[src/verilog/sac_map.vh]
`ifndef SAC_MAP_VH
`define SAC_MAP_VH
// Resolution and code points
`define SAC_BITS 16
`define SAC_CODE_ZERO 16'h0000
`define SAC_CODE_TOP 16'hffff
`define SAC_MSB_FLIP 16'h8000
// Timing
`define SAC_CLK_NS 8
`define SAC_ACQ_NS 400
`define SAC_STEP_NS 80
`endif

[src/verilog/sac_conversion.v]
`timescale 1ns/100ps
`include "sac_map.vh"
// What this block does
// A falling edge on conversion_start_n begins a conversion.
// Stop tracking at conversion start; hold the sample throughout conversion.
// Binary search MSB first, one binary weight per step, down to one step.
// After the search, form the output code, then drop busy.
// Output coding is straight binary or twos complement per coding_select.
// Twos complement equals straight binary with the top bit inverted.
// Over-range saturates at FFFF straight binary, 7FFF twos complement.
// Under-range saturates at 0000 straight binary, 8000 twos complement.
// No pipeline delay: result belongs to this conversion's own sample.
// A running conversion ignores new start edges and power-down.
// Start held low after busy falls starts the next conversion automatically.
// Busy stays high from conversion start until the code is ready.
module sac_conversion #(
   parameter WIDTH = `SAC_BITS,
   parameter ACQ_NS = `SAC_ACQ_NS,
   parameter STEP_NS = `SAC_STEP_NS
) (
   input wire clk_sys, // System clock, 125 MHz
   input wire reset, // Asynchronous reset, active high
   input wire conversion_start_n, // Conversion start pin, active low
   input wire coding_select, // 1 straight binary, 0 twos complement
   input wire powerDown, // Power-down request pin
   input wire compAbove, // Comparator: held input at or above trial level
   input wire overRange, // Analog input above reference span
   input wire underRange, // Analog input below its ground
   output reg tracking_q, // High while the sampler tracks the input
   output reg [WIDTH-1:0] trialCode_q, // Capacitor switch pattern under trial
   output reg busy_q, // High during a conversion
   output reg [WIDTH-1:0] dataOut_q, // Result code
   output reg poweredDown_q // Converter core powered down
);
   // ***************************************
   // Timing
   // ***************************************
   localparam ACQ_CYC = (ACQ_NS + `SAC_CLK_NS - 1) / `SAC_CLK_NS;
   localparam STEP_CYC = (STEP_NS + `SAC_CLK_NS - 1) / `SAC_CLK_NS;
   // Sized copies for compares against the 16-bit timer
   localparam [15:0] ACQ_LIM = ACQ_CYC;
   localparam [15:0] STEP_LIM = STEP_CYC;

   // ***************************************
   // Sequencer states
   // ***************************************
   localparam [1:0] S_ACQ = 2'h0;
   localparam [1:0] S_READY = 2'h1;
   localparam [1:0] S_CONV = 2'h2;
   localparam [1:0] S_CODE = 2'h3;

   // ***************************************
   // Pin synchronisers
   // ***************************************
   reg [1:0] startSync_q;
   reg [1:0] codeSync_q;
   reg [1:0] pdSync_q;
   reg [1:0] cmpSync_q;
   reg [1:0] ovSync_q;
   reg [1:0] unSync_q;
   reg startPrev_q;

   always @(posedge clk_sys or posedge reset) begin
      if (reset) begin
         startSync_q <= 2'h3;
         codeSync_q <= 2'h3;
         pdSync_q <= 2'h0;
         cmpSync_q <= 2'h0;
         ovSync_q <= 2'h0;
         unSync_q <= 2'h0;
         startPrev_q <= 1'b1;
      end else begin
         startSync_q <= {startSync_q[0], conversion_start_n};
         codeSync_q <= {codeSync_q[0], coding_select};
         pdSync_q <= {pdSync_q[0], powerDown};
         cmpSync_q <= {cmpSync_q[0], compAbove};
         ovSync_q <= {ovSync_q[0], overRange};
         unSync_q <= {unSync_q[0], underRange};
         startPrev_q <= startSync_q[1];
      end
   end
   // ***************************************
   // Start pin edge and level
   // ***************************************
   wire startLow = ~startSync_q[1];
   wire startFall = startPrev_q & ~startSync_q[1];

   // ***************************************
   // Result coding
   // ***************************************
   // Straight binary to chosen coding, with saturation
   function [WIDTH-1:0] formCode;
      input [WIDTH-1:0] raw;
      input ov;
      input un;
      input straight;
      reg [WIDTH-1:0] sat;
      begin
         sat = raw;
         if (ov) begin
            sat = {WIDTH{1'b1}};
         end else if (un) begin
            sat = {WIDTH{1'b0}};
         end
         if (straight) begin
            formCode = sat;
         end else begin
            // Only the top bit differs between the two codings
            formCode = {~sat[WIDTH-1], sat[WIDTH-2:0]};
         end
      end
   endfunction

   // ***************************************
   // Conversion sequencer
   // ***************************************
   reg [1:0] state_q;
   reg [15:0] timer_q;
   reg [WIDTH-1:0] bitMask_q;
   reg armed_q;
   reg ovHold_q;
   reg unHold_q;
   reg busyOnce_q;

   always @(posedge clk_sys or posedge reset) begin
      if (reset) begin
         state_q <= S_ACQ;
         timer_q <= 16'h0000;
         bitMask_q <= {WIDTH{1'b0}};
         trialCode_q <= {WIDTH{1'b0}};
         dataOut_q <= {WIDTH{1'b0}};
         busy_q <= 1'b0;
         tracking_q <= 1'b1;
         armed_q <= 1'b0;
         ovHold_q <= 1'b0;
         unHold_q <= 1'b0;
         poweredDown_q <= 1'b0;
      end else begin
         case (state_q)
            S_ACQ: begin
               tracking_q <= 1'b1;
               poweredDown_q <= pdSync_q[1];
               // Power-down status follows the pin only while idle
               if (timer_q < ACQ_LIM) begin
                  timer_q <= timer_q + 16'h0001;
               end else begin
                  state_q <= S_READY;
               end
               if (startFall) begin
                  armed_q <= 1'b1; // Early edge waits for acquisition end
               end
            end

            S_READY: begin
               poweredDown_q <= pdSync_q[1];
               // Power-down blocks the start while idle
               // Held-low start restarts only after first edge since reset
               if (~pdSync_q[1] & (startFall | armed_q | (startLow & busyOnce_q))) begin
                  state_q <= S_CONV;
                  tracking_q <= 1'b0;
                  busy_q <= 1'b1;
                  ovHold_q <= ovSync_q[1];
                  unHold_q <= unSync_q[1];
                  bitMask_q <= {1'b1, {(WIDTH-1){1'b0}}};
                  trialCode_q <= {1'b1, {(WIDTH-1){1'b0}}};
                  timer_q <= 16'h0000;
                  armed_q <= 1'b0;
               end
            end

            S_CONV: begin
               // Start edges and power-down are not looked at here
               if (timer_q < STEP_LIM) begin
                  timer_q <= timer_q + 16'h0001;
               end else begin
                  timer_q <= 16'h0000;
                  if (bitMask_q[0]) begin
                     // Last weight decided; code forms next cycle
                     state_q <= S_CODE;
                     if (~cmpSync_q[1]) begin
                        trialCode_q <= trialCode_q & ~bitMask_q;
                     end
                  end else begin
                     // Keep or drop this bit, then try the next lower weight
                     if (cmpSync_q[1]) begin
                        trialCode_q <= trialCode_q | (bitMask_q >> 1);
                     end else begin
                        trialCode_q <= (trialCode_q & ~bitMask_q) | (bitMask_q >> 1);
                     end
                     bitMask_q <= bitMask_q >> 1;
                  end
               end
            end

            S_CODE: begin
               dataOut_q <= formCode(trialCode_q, ovHold_q, unHold_q, codeSync_q[1]);
               busy_q <= 1'b0;
               tracking_q <= 1'b1;
               timer_q <= 16'h0000;
               state_q <= S_ACQ;
            end

            default: begin
               state_q <= S_ACQ;
            end
         endcase
      end
   end

   // ***************************************
   // Auto-restart enable
   // ***************************************
   // Marks that a conversion has run, enabling self-restart on a held-low start
   always @(posedge clk_sys or posedge reset) begin
      if (reset) begin
         busyOnce_q <= 1'b0;
      end else if (busy_q) begin
         busyOnce_q <= 1'b1;
      end
   end
endmodule

[config.mk]
export PLATFORM = sky130hd
export DESIGN_NAME = sac_conversion
export DESIGN_NICKNAME = d
export VERILOG_FILES = /design/src/verilog/sac_conversion.v
export VERILOG_INCLUDE_DIRS = /design/src /design/src/verilog
export SDC_FILE = /design/constraint.sdc
export NUM_CORES = 1
export LEC_CHECK = 0
export ABC_AREA = 1
export BUFFER_PORTS_ARGS = -buffer_cell sky130_fd_sc_hd__buf_2
export CAP_MARGIN = 20
export CORE_ASPECT_RATIO = 0.6
export CORE_MARGIN = 3
export CORE_UTILIZATION = 43
export DETAILED_ROUTE_END_ITERATION = 8
export PLACE_DENSITY = 0.69
export SYNTH_ARGS = -nofsm -noshare
export SYNTH_HDL_FRONTEND = slang
export SYNTH_SLANG_ARGS = --single-unit
[constraint.sdc]
create_clock -name clk_sys -period 4.44 [get_ports clk_sys]
set_input_delay 0.666 -clock clk_sys [delete_from_list [all_inputs] [get_ports clk_sys]]
set_output_delay 0.666 -clock clk_sys [all_outputs]
set_load 0.02 [all_outputs]
; ---- Yosys cells after proc, flatten, opt, wreduce, memory -nomap -nowiden
; Cells that the tools add are included.
[totals]
regBits = 86
latchBits = 0
ram_bits = 0
romBits = 0
inputBits = 8
output_inout_bits = 35
elab_cells = 90
memories = 0
[op_classes]
add_sub_neg = 1
n_mul = 0
div_mod_pow = 0
n_lt_le_gt_ge = 2
eq_ne = 11
shift = 0
mux = 28
bitwise = 12
n_reduce_logical = 16
[ops]
columns = cell, n
row1 = two-way mux 16 bit, 14
row2 = one-hot mux 16 bit (2 select lines), 2
row3 = one-hot mux 16 bit (4 select lines), 1
row4 = OR 16 x 15 -> 16 bit, 2
row5 = "adder 16 x 1 -> 16 bit, second input constant", 1
row6 = AND 16 bit, 1
row7 = "less-than comparator 16 x 4 -> 1 bit, second input constant", 1
row8 = "less-than comparator 16 x 6 -> 1 bit, second input constant", 1
row9 = inverter 16 bit, 1
row10 = "!= test 2 bit, second input constant", 7
row11 = AND reduction 4 bit, 3
row12 = two-way mux 2 bit, 4
row13 = one-hot mux 2 bit (4 select lines), 1
row14 = AND reduction 2 bit, 4
row15 = nonzero test 2 bit, 4
row16 = one-hot mux 1 bit (2 select lines), 3
row17 = AND reduction 3 bit, 2
row18 = "equality test 2 bit, second input constant", 2
row19 = OR reduction 2 bit, 2
row20 = AND 1 bit, 3
row21 = two-way mux 1 bit, 3
row22 = "!= test 3 bit, second input constant", 1
row23 = inverter 1 bit, 3
row24 = "equality test 2 x 1 -> 1 bit, second input constant", 1
row25 = 2 further kinds, 3

; ---- Logic depth before layout (Yosys ltp)
[logic_depth]
depth_word = 7
depth_mapped = 11
mapped_depth_nobuf = 10

; ---- Worst setup path before layout
; No wires, ideal clock.
[synth_path]
path_kind = register to register
from = reg state_q[0]
to = reg bitMask_q[1]
setup_ps = 117
t_arrival_ps = 1417
t_required_ps = 4323
slack_ps = 2907
path_stages_with_launch = 10
path_buffers = 2
synth_period_minus_slack_ps = 1533
cell_sequence = dfrtp_1 inv_1 ha_1 buf_6 nor2_1 a21oi_2 nand3_2 buf_2 nand2_1 nand2_1
[synth_via]
elab_chain_cells = 3
word_cells_on_any_way = 8
classes_between = eq/ne (5) / mux (1) / reduce/logical (2)
[synth_rtl]
columns = item, line_no
row1 = start: declaration, sac_conversion.v:117  ; reg [1:0] state_q;
row2 = start signal: assignment, sac_conversion.v:127  ; state_q <= S_ACQ;
row3 = start signal: assignment, sac_conversion.v:147  ; state_q <= S_READY;
row4 = start signal: assignment, sac_conversion.v:159  ; state_q <= S_CONV;
row5 = equality test 2 bit / equality test 2 x 1 -> 1 bit (equally long branches), sac_conversion.v:139  ; case (state_q)
row6 = != test 2 bit (no source line) / nonzero test 2 bit (equally long branches), n/a
row7 = AND reduction 4 bit (no source line), n/a
row8 = end signal: assignment, sac_conversion.v:129  ; bitMask_q <= {WIDTH{1'b0}};
row9 = end signal: assignment, sac_conversion.v:164  ; bitMask_q <= {1'b1, {(WIDTH-1){1'b0}}};
row10 = end signal: assignment, sac_conversion.v:190  ; bitMask_q <= bitMask_q >> 1;
row11 = end: declaration, sac_conversion.v:119  ; reg [WIDTH-1:0] bitMask_q;
; Several ways; a longest one is shown, not always the timed one.
; A chain may end at the register's enable or synchronous reset.

; ---- Final worst setup path
[layout_path]
from = reg state_q[1]
to = reg dataOut_q[2]
[layout_via]
elab_chain_cells = 1
[layout_rtl]
columns = item, line_no
row1 = equality test 2 bit, sac_conversion.v:139
row2 = end signal: assignment, sac_conversion.v:131  ; dataOut_q <= {WIDTH{1'b0}};
row3 = end signal: assignment, sac_conversion.v:196  ; dataOut_q <= formCode(trialCode_q, ovHold_q, unHold_q, codeSync_q[1]);
row4 = end: declaration, sac_conversion.v:32  ; output reg [WIDTH-1:0] dataOut_q,
; Every way passes these cells.

==> metrics.md <==
| Metric | Value |
|---|---|
| Vias | 2986 |
| ANT nets after route | 0 |
| Leading post-synthesis cells by cell area | dfrtp_1 51%, nand2_1 11%, nor2_1 4.1% |
| Number of input and output port buffers inserted | 42 |
| Final Hold Vio Count | 0 |
| Crit. End Element | flip-flop |
| Yosys warns | 0 |
| Max Freq | 0.4487 GHz |
| Quantity of hold-fixing buffers added after cts | 0 |
| Root buffer cell | clkbuf_16 |
| Source-to-sink clock delay at the later pin of the worst-skew pair | 0.35 ns |
| Hold crit path type | flip-flop to flip-flop |
| Clock slew seen by the registers of the worst setup and hold paths | 0.06 ns |
| Initial antenna violation count | 0 |
| NumNets Final | 491 |
| Via density per instance | 5.018 |
| Largest net degree at the start of global routing | 51 |
| Net Sw Frac | 0.2084 |
| Tcrit/Tclk final | 0.5019 |
| Share of layout cells above drive strength 1 | 0.2319 |
| Outcome | complete, no violations |
| H-tree lvl count | 3 |
| Highest fanout seen on the critical path | 17 |
| First-pass GRT wire length | 14.31 mm |
| Area of the core region | 0.008718 mm2 |
| Netlist area before placement | 0.003959 mm2 |
| Count of instances resized after the clock tree is built | 0 |
| Vertical die dimension | 80.33 um |
| Standby leakage power | 2.205 nW |
| Gate power share | 0.015 |
| Initial standard-cell utilization of the core | 0.4541 |
| Worst Path Arrival | 2.41 ns |
| Worst max-slew margin expressed relative to the limit | 0.3666 |
| Power Internal | 0.001219 W |
| Proportion of netlist area held by the largest area contributor | 0.5057 |
| Switching power | 0.0003209 W |
| Count of unique library cells instantiated by Yosys | 36 |
| Total power of the final layout | 0.001540 W |
| Clock sinks | 86 |
| Fill cell count | 791 |
| Number of buffer and inverter instances along the worst setup path | 1 |
| Share of power burned in the clock network | 0.468 |
| Count of maximum capacitance violations | 0 |
| Hpwl dp | 6.180 mm |
| Width of the die | 129.9 um |
| Die Footprint | 0.01043 mm2 |
| Number of global-route vias before repair | 2737 |
| Power per cell area | 342.6 mW/mm2 |
| Number of standard-cell rows in the floorplan | 26 |
| CP startpoint kind | flip-flop |
| Overall routing resource usage | 0.1822 |
| FF-to-FF Start | state_q[1] |
| CTS tree | built |
| Area delta synth->final | 13.56% |
| Clock buffers created by TritonCTS | 9 |
| R2r setup slk | 2.21 ns |
| Skew final | 0.004906 ns |
| RSZ-0062 raised after global routing | no |
| VDD IR-drop max | 0.1860 mV |
| Global route overflow | 0 |
| Flip-flop and latch count after synthesis | 86 |
| Cells along the critical path | ha_1 > inv_1 > nor2_1 > a21oi_1 |
| Routed wire length | 8.638 mm |
| DRC viols | 0 |
| Detailed Routing Iterations Pass 1 | 4 |
| Post-CTS repair timing setup buffer count | 0 |
| Gate count of the mapped netlist | 439 |
| Average routed wire per standard cell | 14.52 um |
| Cell type with the largest total area after synthesis | dfrtp_1 |
| Syn avg cell area | 9.018 um2 |
| Total Negative Setup Slacks | 0 ns |
| Final critical path time including I/O delays and setup | 2.229 ns |
| Worst setup path category | flip-flop to flip-flop |
| Length in cells of the worst reg-to-reg path | 4 |
| Pin slew with the least headroom to its limit | 0.9465 ns |
| Setup violators final | 0 |
| Cell with the largest stage delay on the worst path | nor2_1 |
| Antenna fix cells | 0 |
| Fin Hold WS | 0.3452 ns |
| 1st-iter DRT viols | 203 |
| Endpoint required time on the critical path | 4.62 ns |
| Maximum buffer depth of the clock tree | 2 |
| Max incr delay on CP | 0.75 ns |
| Placer's final routability congestion estimate | 0.8179 |
| Post-synthesis net count | 452 |
| End of the worst register-to-register path | dataOut_q[2] |
| Fraction of power consumed by sequential logic | 0.517 |
| Top-level port count | 43 |
| Timing startpoint of the critical path | state_q[1] |
| Critical path depth | 4 |
| Sequential fraction of the synthesis area | 0.5455 |
| Worst Setup EP | dataOut_q[2] |
| Max-slew violation total from the final report | 0 |
| CP delay by family, top | simple AND/OR/NAND/NOR gates |
how the worst min path moves through the flow:
stage / from / endpoint / slack, ns / cells past startpoint
global route: unSync_q[0] / unSync_q[1] / 0.35 / 0
detailed placement: ovSync_q[0] / ovSync_q[1] / 0.33 / 0
CTS: ovSync_q[0] / ovSync_q[1] / 0.35 / 0
floorplan: cmpSync_q[0] / cmpSync_q[1] / 0.33 / 0
finish: ovSync_q[0] / ovSync_q[1] / 0.35 / 0
global placement: cmpSync_q[0] / cmpSync_q[1] / 0.33 / 0
worst reg2reg max path: stages (launching register included):
cell and delay (ns):
dfrtp_1 0.40, ha_1 0.59, inv_1 0.16, nor2_1 0.75, a21oi_1 0.16
synthesized netlist by cell type:
| cell | n |
|---|---|
| inv_6 | 1 |
| nand4_1 | 1 |
| buf_2 | 6 |
| nor2_4 | 2 |
| nand3_2 | 3 |
| o21ai_0 | 26 |
| nand2_8 | 2 |
| nand2_1 | 113 |
| buf_6 | 3 |
| nor2_8 | 1 |
| nand2_2 | 23 |
| nand2_4 | 2 |
| xor2_1 | 2 |
| o32ai_1 | 1 |
| nor2_1 | 43 |
| inv_1 | 27 |
| clkinv_1 | 1 |
| a21oi_1 | 32 |
| inv_4 | 1 |
| a21oi_2 | 1 |
| o211ai_1 | 1 |
| buf_12 | 1 |
| dfstp_2 | 6 |
| a2bb2oi_1 | 1 |
| xnor2_1 | 2 |
| o21ai_1 | 2 |
| nand3b_1 | 14 |
| ha_1 | 5 |
| clkbuf_1 | 3 |
| dfrtp_1 | 80 |
| buf_4 | 2 |
| a22oi_1 | 1 |
| nor2_2 | 5 |
| or2_2 | 2 |
| nand3_1 | 19 |
| inv_2 | 4 |
final cells by class:
type                       instances  area [um2]  share of cell area
timing repair buffer              43       217.7             0.04843
inverter                          34       136.4             0.03034
tap                              112       140.1             0.03117
clock buffer                      13       270.3             0.06012
clock inverter                     3       17.52            0.003896
multi-input combinational        304        1554              0.3457
sequential                        86        2160              0.4804
flip-flops by register name, indices dropped and copies added (netlist names):
signal	cells
bitMask_q	16
dataOut_q	16
timer_q	16
trialCode_q	16
cmpSync_q	2
codeSync_q	2
ovSync_q	2
pdSync_q	2
startSync_q	2
state_q	2
unSync_q	2
armed_q	1
busyOnce_q	1
busy_q	1
ovHold_q	1
poweredDown_q	1
startPrev_q	1
tracking_q	1
unHold_q	1
stage by stage:
step / worst slack, ns / cell area (um2) / utilization / instances
after floorplan: 1.562 / 3959 / - / 439
after global placement: 2.257 / 4208 / 0.4826 / 579
after detailed placement: 2.202 / 4208 / 0.4826 / 579
after CTS: 2.173 / 4496 / 0.5156 / 595
after global routing: 1.992 / 4496 / 0.5156 / 595
final: 2.211 / 4496 / 0.5156 / 595
cells in the final DEF, fill, tap and decap left out, types with 2 or more instances in the layout:
cell / netlist / final
nor2_2: 5 / 5
nand3_1: 19 / 19
inv_2: 4 / 4
inv_1: 27 / 26
clkinv_2: 0 / 3
nor2_4: 2 / 2
nand2_8: 2 / 2
clkbuf_16: 0 / 9
a21oi_1: 32 / 32
dfrtp_1: 80 / 80
nand2_4: 2 / 2
o21ai_0: 26 / 26
nor2_1: 43 / 43
buf_2: 6 / 42
nand3b_1: 14 / 14
or2_2: 2 / 2
clkbuf_8: 0 / 3
nand2_1: 113 / 113
xnor2_1: 2 / 2
nand2_2: 23 / 23
dfstp_2: 6 / 6
o21ai_1: 2 / 2
xor2_1: 2 / 2
ha_1: 5 / 5
nand3_2: 3 / 3
per-layer routing:
metal / vias to the layer above / track usage / routed length (um)
met5: - / 0 / 0
met4: 0 / 0.04979 / 110
met3: 12 / 0.06512 / 574
met2: 95 / 0.2292 / 3173
met1: 1401 / 0.2871 / 4779
li1: 1478 / - / -
kinds of logic after synthesis:
family,Yosys count,share of synthesized area
AO/OA/AOI/OAI,65,0.08628
XOR/XNOR,4,0.008851
adder cells (fa/ha/maj),5,0.01580
buffers and inverters,49,0.06195
flip-flops,86,0.5455
AND/OR/NAND/NOR,230,0.2816
power groups by stage:
| stage | combinational (W) | sequential (W) | clock (W) |
|---|---|---|---|
| after floorplan | 0.0000165 | 0.000808 | 0 |
| after global placement | 0.0000242 | 0.000810 | 0 |
| after detailed placement | 0.0000247 | 0.000810 | 0 |
| after CTS | 0.0000247 | 0.000796 | 0.000737 |
| after global routing | 0.0000276 | 0.000797 | 0.000776 |
| final | 0.0000233 | 0.000796 | 0.000721 |
Power figures use the tool's default switching activity.
